File: src/core/tmr_pkg.sv
// Constants and types shared by the target-mode status reporter.
// Assumes a single clock domain; byte lanes are packed little-endian into words.
package tmr_pkg;

   // ------------------------------------------------------------------
   // Command-status byte layout
   // ------------------------------------------------------------------
   localparam int CS_DIS_POS = 0;
   localparam int CS_CHK_POS = 1;
   localparam int CS_MSG_POS = 2;
   localparam int CS_CMD_POS = 3;
   localparam int CS_SEQ_LSB = 4;

   // ------------------------------------------------------------------
   // Flags byte layout
   // ------------------------------------------------------------------
   localparam int FL_TMS_POS = 0;
   localparam int FL_CSB_POS = 2;
   localparam int FL_RTY_POS = 5;
   localparam int FL_ERR_POS = 6;
   localparam int FL_CC_POS  = 7;

   // ------------------------------------------------------------------
   // Sequence codes
   // ------------------------------------------------------------------
   localparam logic [3:0] SEQ_NONE     = 4'h0;
   localparam logic [3:0] SEQ_FIRST    = 4'h1;
   localparam logic [3:0] SEQ_SECOND   = 4'h2;
   localparam logic [3:0] SEQ_QTAG     = 4'h3;
   localparam logic [3:0] SEQ_DATA     = 4'h4;
   localparam logic [3:0] SEQ_SELECT   = 4'h5;
   localparam logic [3:0] SEQ_IDENTIFY = 4'h6;
   localparam logic [3:0] SEQ_COMMAND  = 4'h7;
   localparam logic [3:0] SEQ_SYNC     = 4'h8;
   localparam logic [3:0] SEQ_WIDE     = 4'h9;
   localparam logic [3:0] SEQ_MAX      = SEQ_WIDE;

   // ------------------------------------------------------------------
   // Parameter block ID classes, counts and reset values
   // ------------------------------------------------------------------
   localparam logic [7:0] ID_SCSI_MAX   = 8'h0f;
   localparam logic [7:0] ID_BOARD      = 8'hff;
   localparam logic [3:0] CDB_FIRST_MAX = 4'h6;
   localparam logic [3:0] CDB_MAX       = 4'hc;
   localparam logic [2:0] LAST_WORD_ONE = 3'h3;
   localparam logic [2:0] LAST_WORD_TWO = 3'h7;
   localparam logic [7:0] RST_BYTE      = 8'h00;
   localparam logic [31:0] RST_WORD     = 32'h0000_0000;

   typedef enum logic [1:0] {ST_IDLE, ST_COLLECT, ST_WRITE} tmr_state_t;

endpackage

File: src/core/tmr_status_reporter.sv
// Target-mode status reporter: gathers per-command events and writes the status block(s).
// Assumes the target engine pulses events synchronously to mclk_i and a memory writer
// accepts words with sb_ready_i.
`timescale 1ns/100ps
`default_nettype none

module tmr_status_reporter (
   // Clock, reset and enable
   input  wire logic        mclk_i,
   input  wire logic        reset_n_i,
   input  wire logic        clk_en_i,
   // Command framing
   input  wire logic        cmd_start_i,
   input  wire logic [31:0] cmd_id_i,
   input  wire logic        cmd_target_resp_i,
   input  wire logic        cmd_done_i,
   // Bus events
   input  wire logic        disc_evt_i,
   input  wire logic        chk_evt_i,
   input  wire logic        atn_msg_valid_i,
   input  wire logic [7:0]  atn_msg_byte_i,
   input  wire logic [3:0]  phase_code_i,
   input  wire logic        err_evt_i,
   input  wire logic [7:0]  err_code_i,
   input  wire logic        err_fatal_i,
   input  wire logic        cdb_byte_valid_i,
   input  wire logic [7:0]  cdb_byte_i,
   // Status block writer
   output logic             sb_valid_o,
   output logic [2:0]       sb_word_idx_o,
   output logic [31:0]      sb_data_o,
   input  wire logic        sb_ready_i,
   output logic             busy_o,
   // Parameter block classifier
   input  wire logic [7:0]  pb_id_i,
   output logic             pb_pass_through_o,
   output logic             pb_board_control_o
);

   // ------------------------------------------------------------------
   // Reset release
   // ------------------------------------------------------------------
   logic rst_meta;
   logic rst_n;

   always_ff @(posedge mclk_i or negedge reset_n_i) begin
      if (!reset_n_i) begin
         rst_meta <= 1'b0;
         rst_n    <= 1'b0;
      end else begin
         rst_meta <= 1'b1;
         rst_n    <= rst_meta;
      end
   end

   // ------------------------------------------------------------------
   // State
   // ------------------------------------------------------------------
   tmr_pkg::tmr_state_t state;
   tmr_pkg::tmr_state_t next_state;
   logic [31:0] cmd_id;
   logic [31:0] next_cmd_id;
   logic        tm_resp;
   logic        next_tm_resp;
   logic        dis;
   logic        next_dis;
   logic        chk;
   logic        next_chk;
   logic        msg;
   logic        next_msg;
   logic [7:0]  msg_byte;
   logic [7:0]  next_msg_byte;
   logic [3:0]  seq;
   logic [3:0]  next_seq;
   logic        err_flag;
   logic        next_err_flag;
   logic [7:0]  err_code;
   logic [7:0]  next_err_code;
   logic [7:0]  cdb      [0:11];
   logic [7:0]  next_cdb [0:11];
   logic [3:0]  cdb_len;
   logic [3:0]  next_cdb_len;
   logic [2:0]  widx;
   logic [2:0]  next_widx;
   logic        sb_valid;
   logic        next_sb_valid;
   logic [31:0] sb_data;
   logic [31:0] next_sb_data;
   logic        pb_pt;
   logic        next_pb_pt;
   logic        pb_bc;
   logic        next_pb_bc;
   logic        ev_ok;
   logic [2:0]  last_word;

   // Keeps reported codes inside the defined range.
   function automatic logic [3:0] legal_seq(input logic [3:0] p);
      return (p > tmr_pkg::SEQ_MAX) ? tmr_pkg::SEQ_NONE : p;
   endfunction

   // Builds one word of the first or second status block.
   function automatic logic [31:0] block_word(input logic [2:0] idx);
      logic [7:0] cs;
      logic [7:0] fl;
      cs = {seq, (cdb_len != 4'h0), msg, chk, dis};
      fl = tmr_pkg::RST_BYTE;
      fl[tmr_pkg::FL_CC_POS]  = 1'b1;
      fl[tmr_pkg::FL_ERR_POS] = err_flag;
      fl[tmr_pkg::FL_TMS_POS] = tm_resp;
      fl[tmr_pkg::FL_CSB_POS] = idx[2];
      unique case (idx)
         3'h0, 3'h4: block_word = cmd_id;
         3'h1:       block_word = {fl, err_code, tmr_pkg::RST_BYTE, cs};
         3'h2:       block_word = {cdb[1], cdb[0], 4'h0, cdb_len, msg_byte};
         3'h3:       block_word = {cdb[5], cdb[4], cdb[3], cdb[2]};
         3'h5:       block_word = {fl, err_code, tmr_pkg::RST_BYTE, tmr_pkg::RST_BYTE};
         3'h6:       block_word = {cdb[9], cdb[8], cdb[7], cdb[6]};
         default:    block_word = {tmr_pkg::RST_BYTE, tmr_pkg::RST_BYTE, cdb[11], cdb[10]};
      endcase
   endfunction

   // ------------------------------------------------------------------
   // Next-state logic
   // ------------------------------------------------------------------
   always_comb begin
      next_state    = state;
      next_cmd_id   = cmd_id;
      next_tm_resp  = tm_resp;
      next_dis      = dis;
      next_chk      = chk;
      next_msg      = msg;
      next_msg_byte = msg_byte;
      next_seq      = seq;
      next_err_flag = err_flag;
      next_err_code = err_code;
      next_cdb      = cdb;
      next_cdb_len  = cdb_len;
      next_widx     = widx;
      next_sb_valid = sb_valid;
      next_sb_data  = sb_data;
      last_word     = (cdb_len > tmr_pkg::CDB_FIRST_MAX) ? tmr_pkg::LAST_WORD_TWO
                                                         : tmr_pkg::LAST_WORD_ONE;
      ev_ok         = (state == tmr_pkg::ST_COLLECT)
                      || (cmd_start_i && state != tmr_pkg::ST_WRITE);
      next_pb_pt    = (pb_id_i <= tmr_pkg::ID_SCSI_MAX);
      next_pb_bc    = (pb_id_i == tmr_pkg::ID_BOARD);

      // A start outside ST_WRITE clears the record; events in the same cycle still land.
      if (cmd_start_i && state != tmr_pkg::ST_WRITE) begin
         next_state    = tmr_pkg::ST_COLLECT;
         next_cmd_id   = cmd_id_i;
         next_tm_resp  = cmd_target_resp_i;
         next_dis      = 1'b0;
         next_chk      = 1'b0;
         next_msg      = 1'b0;
         next_msg_byte = tmr_pkg::RST_BYTE;
         next_seq      = tmr_pkg::SEQ_NONE;
         next_err_flag = 1'b0;
         next_err_code = tmr_pkg::RST_BYTE;
         next_cdb_len  = 4'h0;
      end
      if (ev_ok) begin
         if (disc_evt_i) begin
            next_dis = 1'b1;
         end
         if (chk_evt_i) begin
            next_chk = 1'b1;
         end
         if (err_evt_i) begin
            next_err_flag = 1'b1;
            next_err_code = err_code_i;
            if (err_fatal_i) begin
               next_seq = legal_seq(phase_code_i);
            end
         end
         if (atn_msg_valid_i) begin
            next_msg      = 1'b1;
            next_msg_byte = atn_msg_byte_i;
            next_seq      = legal_seq(phase_code_i);
         end
         if (cdb_byte_valid_i && next_cdb_len < tmr_pkg::CDB_MAX) begin
            next_cdb[next_cdb_len] = cdb_byte_i;
            next_cdb_len = next_cdb_len + 4'h1;
         end
      end

      unique case (state)
         tmr_pkg::ST_IDLE: begin
         end
         tmr_pkg::ST_COLLECT: begin
            if (cmd_done_i && !cmd_start_i) begin
               next_state    = tmr_pkg::ST_WRITE;
               next_widx     = 3'h0;
               next_sb_valid = 1'b1;
               next_sb_data  = cmd_id;
            end
         end
         tmr_pkg::ST_WRITE: begin
            if (sb_ready_i) begin
               if (widx == last_word) begin
                  next_state    = tmr_pkg::ST_IDLE;
                  next_sb_valid = 1'b0;
               end else begin
                  next_widx    = widx + 3'h1;
                  next_sb_data = block_word(widx + 3'h1);
               end
            end
         end
         default: begin
            next_state    = tmr_pkg::ST_IDLE;
            next_sb_valid = 1'b0;
         end
      endcase
   end

   // ------------------------------------------------------------------
   // Registers
   // ------------------------------------------------------------------
   always_ff @(posedge mclk_i or negedge rst_n) begin
      if (!rst_n) begin
         state    <= tmr_pkg::ST_IDLE;
         cmd_id   <= tmr_pkg::RST_WORD;
         tm_resp  <= 1'b0;
         dis      <= 1'b0;
         chk      <= 1'b0;
         msg      <= 1'b0;
         msg_byte <= tmr_pkg::RST_BYTE;
         seq      <= tmr_pkg::SEQ_NONE;
         err_flag <= 1'b0;
         err_code <= tmr_pkg::RST_BYTE;
         for (int i = 0; i < 12; i++) begin
            cdb[i] <= tmr_pkg::RST_BYTE;
         end
         cdb_len  <= 4'h0;
         widx     <= 3'h0;
         sb_valid <= 1'b0;
         sb_data  <= tmr_pkg::RST_WORD;
         pb_pt    <= 1'b0;
         pb_bc    <= 1'b0;
      end else if (clk_en_i) begin
         state    <= next_state;
         cmd_id   <= next_cmd_id;
         tm_resp  <= next_tm_resp;
         dis      <= next_dis;
         chk      <= next_chk;
         msg      <= next_msg;
         msg_byte <= next_msg_byte;
         seq      <= next_seq;
         err_flag <= next_err_flag;
         err_code <= next_err_code;
         cdb      <= next_cdb;
         cdb_len  <= next_cdb_len;
         widx     <= next_widx;
         sb_valid <= next_sb_valid;
         sb_data  <= next_sb_data;
         pb_pt    <= next_pb_pt;
         pb_bc    <= next_pb_bc;
      end
   end

   assign sb_valid_o         = sb_valid;
   assign sb_word_idx_o      = widx;
   assign sb_data_o          = sb_data;
   assign busy_o             = (state != tmr_pkg::ST_IDLE);
   assign pb_pass_through_o  = pb_pt;
   assign pb_board_control_o = pb_bc;

   logic collect_en;
   assign collect_en = clk_en_i && (state == tmr_pkg::ST_COLLECT) && !cmd_start_i;
endmodule

`default_nettype wire

File: config.mk
export PLATFORM = sky130hd
export DESIGN_NAME = tmr_status_reporter
export DESIGN_NICKNAME = d
export VERILOG_FILES = /design/src/core/tmr_pkg.sv /design/src/core/tmr_status_reporter.sv
export SDC_FILE = /design/constraint.sdc
export NUM_CORES = 1
export LEC_CHECK = 0
export BUFFER_PORTS_ARGS = -buffer_cell sky130_fd_sc_hd__buf_2
export CORE_MARGIN = 3
export CORE_UTILIZATION = 35
export CTS_CLUSTER_SIZE = 8
export DETAILED_ROUTE_END_ITERATION = 6
export GPL_TIMING_DRIVEN = 0
export SLEW_MARGIN = 20
export SYNTH_ARGS = -nofsm -noshare
export SYNTH_HDL_FRONTEND = slang
export SYNTH_SLANG_ARGS = --single-unit
File: constraint.sdc
create_clock -name mclk_i -period 7.55 [get_ports mclk_i]
set_input_delay 0.755 -clock mclk_i [delete_from_list [all_inputs] [get_ports mclk_i]]
set_output_delay 0.755 -clock mclk_i [all_outputs]
set_load 0.02 [all_outputs]
==> results by group <==
Synthesis
  • Synth Flop Type: dfrtp_1
  • Ys async rst share: 100%
  • Sequential area share after synthesis: between 50% and 60%
  • Synth Instances: approximately 850
  • Netlist cell types: between 50 and 60
  • Synthesized area: between 0.009 and 0.01 mm²
  • Yosys top cell by area: dfrtp_1
  • Share of the synthesized area in the top cell type: between 50% and 60%
  • Top post-synthesis cells by area: dfrtp_1 54%, mux2_2 14%, nand2_1 7.5%, a21oi_1 2.2%, nand3_1 2.0%
  • Post-Syn Nets: roughly 940
  • Syn_area_per_cell: ~11 µm²
  • Synth Register Bits: 199
  • Yosys warns: 0
  • Post-synth EDFFs: 0

Clock tree
  • Clock sink total: ~200
  • Clk slew on worst S/H paths: around 80 ps
  • Clk Latency, worst-skew pair: about 450 ps
  • CTS tree: done
  • CTS root buffer: clkbuf_16
  • Post-CTS setup buffers: 0
  • Hold_buf cts: 0
  • Worst-case clock buffer depth: 2
  • Num CTS Buffers: 17
  • Post-CTS sizing: 0
  • H-tree Lvls: 4

Run status
  • Status: finished, violations left
  • Failing checks: design-rule violations

Critical path
  • Kind of critical path: reg2reg
  • Slowest cell delay on critical path: between 900 and 1000 ps
  • CP startpoint: sb_word_idx_o[0]
  • CP max stage cell: a2111oi_0
  • Startpoint Class: register
  • Worst path arrival time: approximately 3300 ps
  • WP data required: a little under 8000 ps
  • Crit-path cells: ha_1 > buf_4 > xor2_1 > buf_2 > and3_1 > a311oi_1 > a2111oi_0 > a21o_1
  • Crit path max fanout: 10
  • Reg2Reg Setup Slack: between 4000 and 5000 ps
  • Reg2reg start: sb_word_idx_o[0]
  • Critical Path End Type: register

STA
  • Rel. slew slack: a little over a fifth
  • Period utilisation layout: between 30% and 40%
  • Final Skew: a little under 10 ps
  • Setup Viol. Count Final: 0
  • RSZ-0062 raised after global routing: no
  • Fmax achieved: about 340 MHz
  • Fin. Hold Viols: 0
  • WHS: 76.6 ps
  • Min Tclk post-route: a little under 3000 ps
  • Slew @ Worst Pin: approximately 1200 ps
  • Slew Limit Fails: 0

Job
  • Max-cap violations: 0

Cells and area
  • Filler cells: about 2,500
  • Commonest non-fill, non-tap cell in the layout: dfrtp_1
  • # diodes: 0
  • Area of the multi-input gates: just under 0.004 mm²
  • Seq. cell area: approximately 0.0050 mm²
  • Core Util, Final: between 40 and 50%
  • Share of cells above drive strength 1: between 20 and 30%
  • Layout area overhead: 18.3%
  • Finished Cell Area: between 0.01 and 0.015 mm²
  • Fin cells: 1,334
  • Nets: between 1,000 and 1,500
  • Most frequent cells in the layout: 198 x dfrtp_1, 184 x nand2_1, 133 x buf_2, 113 x mux2_2, 41 x a21oi_1

Global routing
  • GR Overflow Total: 0
  • Largest net degree at the start of global routing: slightly below 60
  • Global-route wire length before repair: 41,300 µm
  • Number of antenna violations at the first check in global routing: 1
  • GRT Total Usage: about a fifth
  • Vias in the first global route: 7,145

Drt
  • Drt pass-1 iters: 7
  • Detailed-route DRC error count: 4
  • WL/cell: 20.0 µm
  • Post-Route WL: ~27,000 µm
  • Iteration-0 DRC Markers: 591
  • DR vias/cell: around 5.4
  • Via Count: between 7,000 and 8,000
  • Final ANT Viol Nets: 0

Power and ir drop
  • Worst VDD drop: between 0.1 and 0.15 mV
  • Pwr/cell area: 368 mW/mm²
  • Pwr Total: approximately 4.0 mW
  • Leak pwr: 5.22 nW

Floorplan
  • Initial core utilization: a little over a third
  • Io pins: 120
  • Core ar.: 0.0255 mm²
  • Total die area: ~0.028 mm²
  • # rows: 58
  • Die height: ~170 µm
  • Die width: about 170 µm

Place
  • Routability cong.: 0.856
  • Dpl cells: 1,303
  • Detailed placement HPWL: ~19,000 µm
  • DP Area: just over 0.01 mm²
  • Port bufs: about 120

Min path
  • Hold Path Class: in2async
-- cell type report --
class	instances	share of cell area, %
Sequential cell	199	45.8
Multi-Input combinational cell	584	35.9
Clock buffer	19	4.16
Clock inverter	12	1.06
Timing Repair Buffer	122	6.44
Inverter	6	0.207
Tap cell	330	3.79
Buffer	62	2.62
-- through the flow --
| stage | worst slack (ps) | TNS [ps] |
|---|---|---|
| floorplan | 1590 | 0 |
| global placement | -886 | -171760 |
| detailed placement | 4510 | 0 |
| CTS | 4640 | 0 |
| global route | 4520 | 0 |
| finish | 4600 | 0 |
-- path summary, 6_finish.rpt --
| path | end | depth (start not counted) |
|---|---|---|
| setup / recovery | sb_data_o[11] | 8 |
| hold / removal | rst_n | 1 |
| setup reg to reg | sb_data_o[11] | 8 |
| hold reg to reg | msg_byte[5] | 0 |
| max in group asynchronous | sb_data_o[14] | 3 |
| min in group mclk_i | rst_n | 0 |
-- synth_stat cells, drive strengths merged (3+ instances only) --
cell type / number
dfrtp: 199
nand2: 184
mux2: 113
a21oi: 41
clkbuf: 40
nand3: 37
nor2: 33
o21ai: 33
buf: 22
a2bb2oi: 16
a222oi: 15
a221oi: 14
ha: 9
and3: 8
inv: 6
nand2b: 6
nor3: 6
o22a: 6
o41ai: 5
a21boi: 4
a21o: 4
mux2i: 4
a2111oi: 3
a22o: 3
a311oi: 3
a32oi: 3
nand4: 3
-- cells by family after synthesis --
group / after synthesis / share of synthesized area [%]
AND/OR/NAND/NOR: 290 / 13.7
flip-flops: 199 / 54.2
AO/OA/AOI/OAI: 164 / 12.9
multiplexers: 117 / 14.3
buffers and inverters: 68 / 3.35
adder cells (fa/ha/maj): 9 / 1.22
XOR/XNOR: 3 / 0.367
other: 1 / 0.0408
-- report_power, final --
group	internal [mW]	total [mW]	switching [mW]	leakage, nW
registers	1.36	1.56	0.205	2.60
logic	0.598	1.53	0.933	2.34
clock network	0.476	0.906	0.430	0.278
total	2.43	4.00	1.57	5.22
-- per-layer routing --
metal  routed length [µm]  GRT usage (%)
met1                12000           25.7
met4                  539           5.62
met3                 1480           4.16
met5                   13              0
met2                12700           30.7
-- worst max-delay path: cells and delay by family, from the launching register on --
kind | cells | cell delay [ps]
XOR/XNOR | 1 | 390
buffers and inverters | 2 | 500
AO/OA/AOI/OAI | 3 | 1100
AND/OR/NAND/NOR | 1 | 190
flip-flops | 1 | 470
adder cells (fa/ha/maj) | 1 | 230
-- flip-flops by register name, summed over array words and instances, names as in the netlist, 2 cells and up --
name           count
seq                4
state              2
msg_byte           8
sb_data_o         32
cmd_id            32
cdb_len            4
cdb               96
err_code           8
sb_word_idx_o      3
Power figures use the tool's default switching activity.
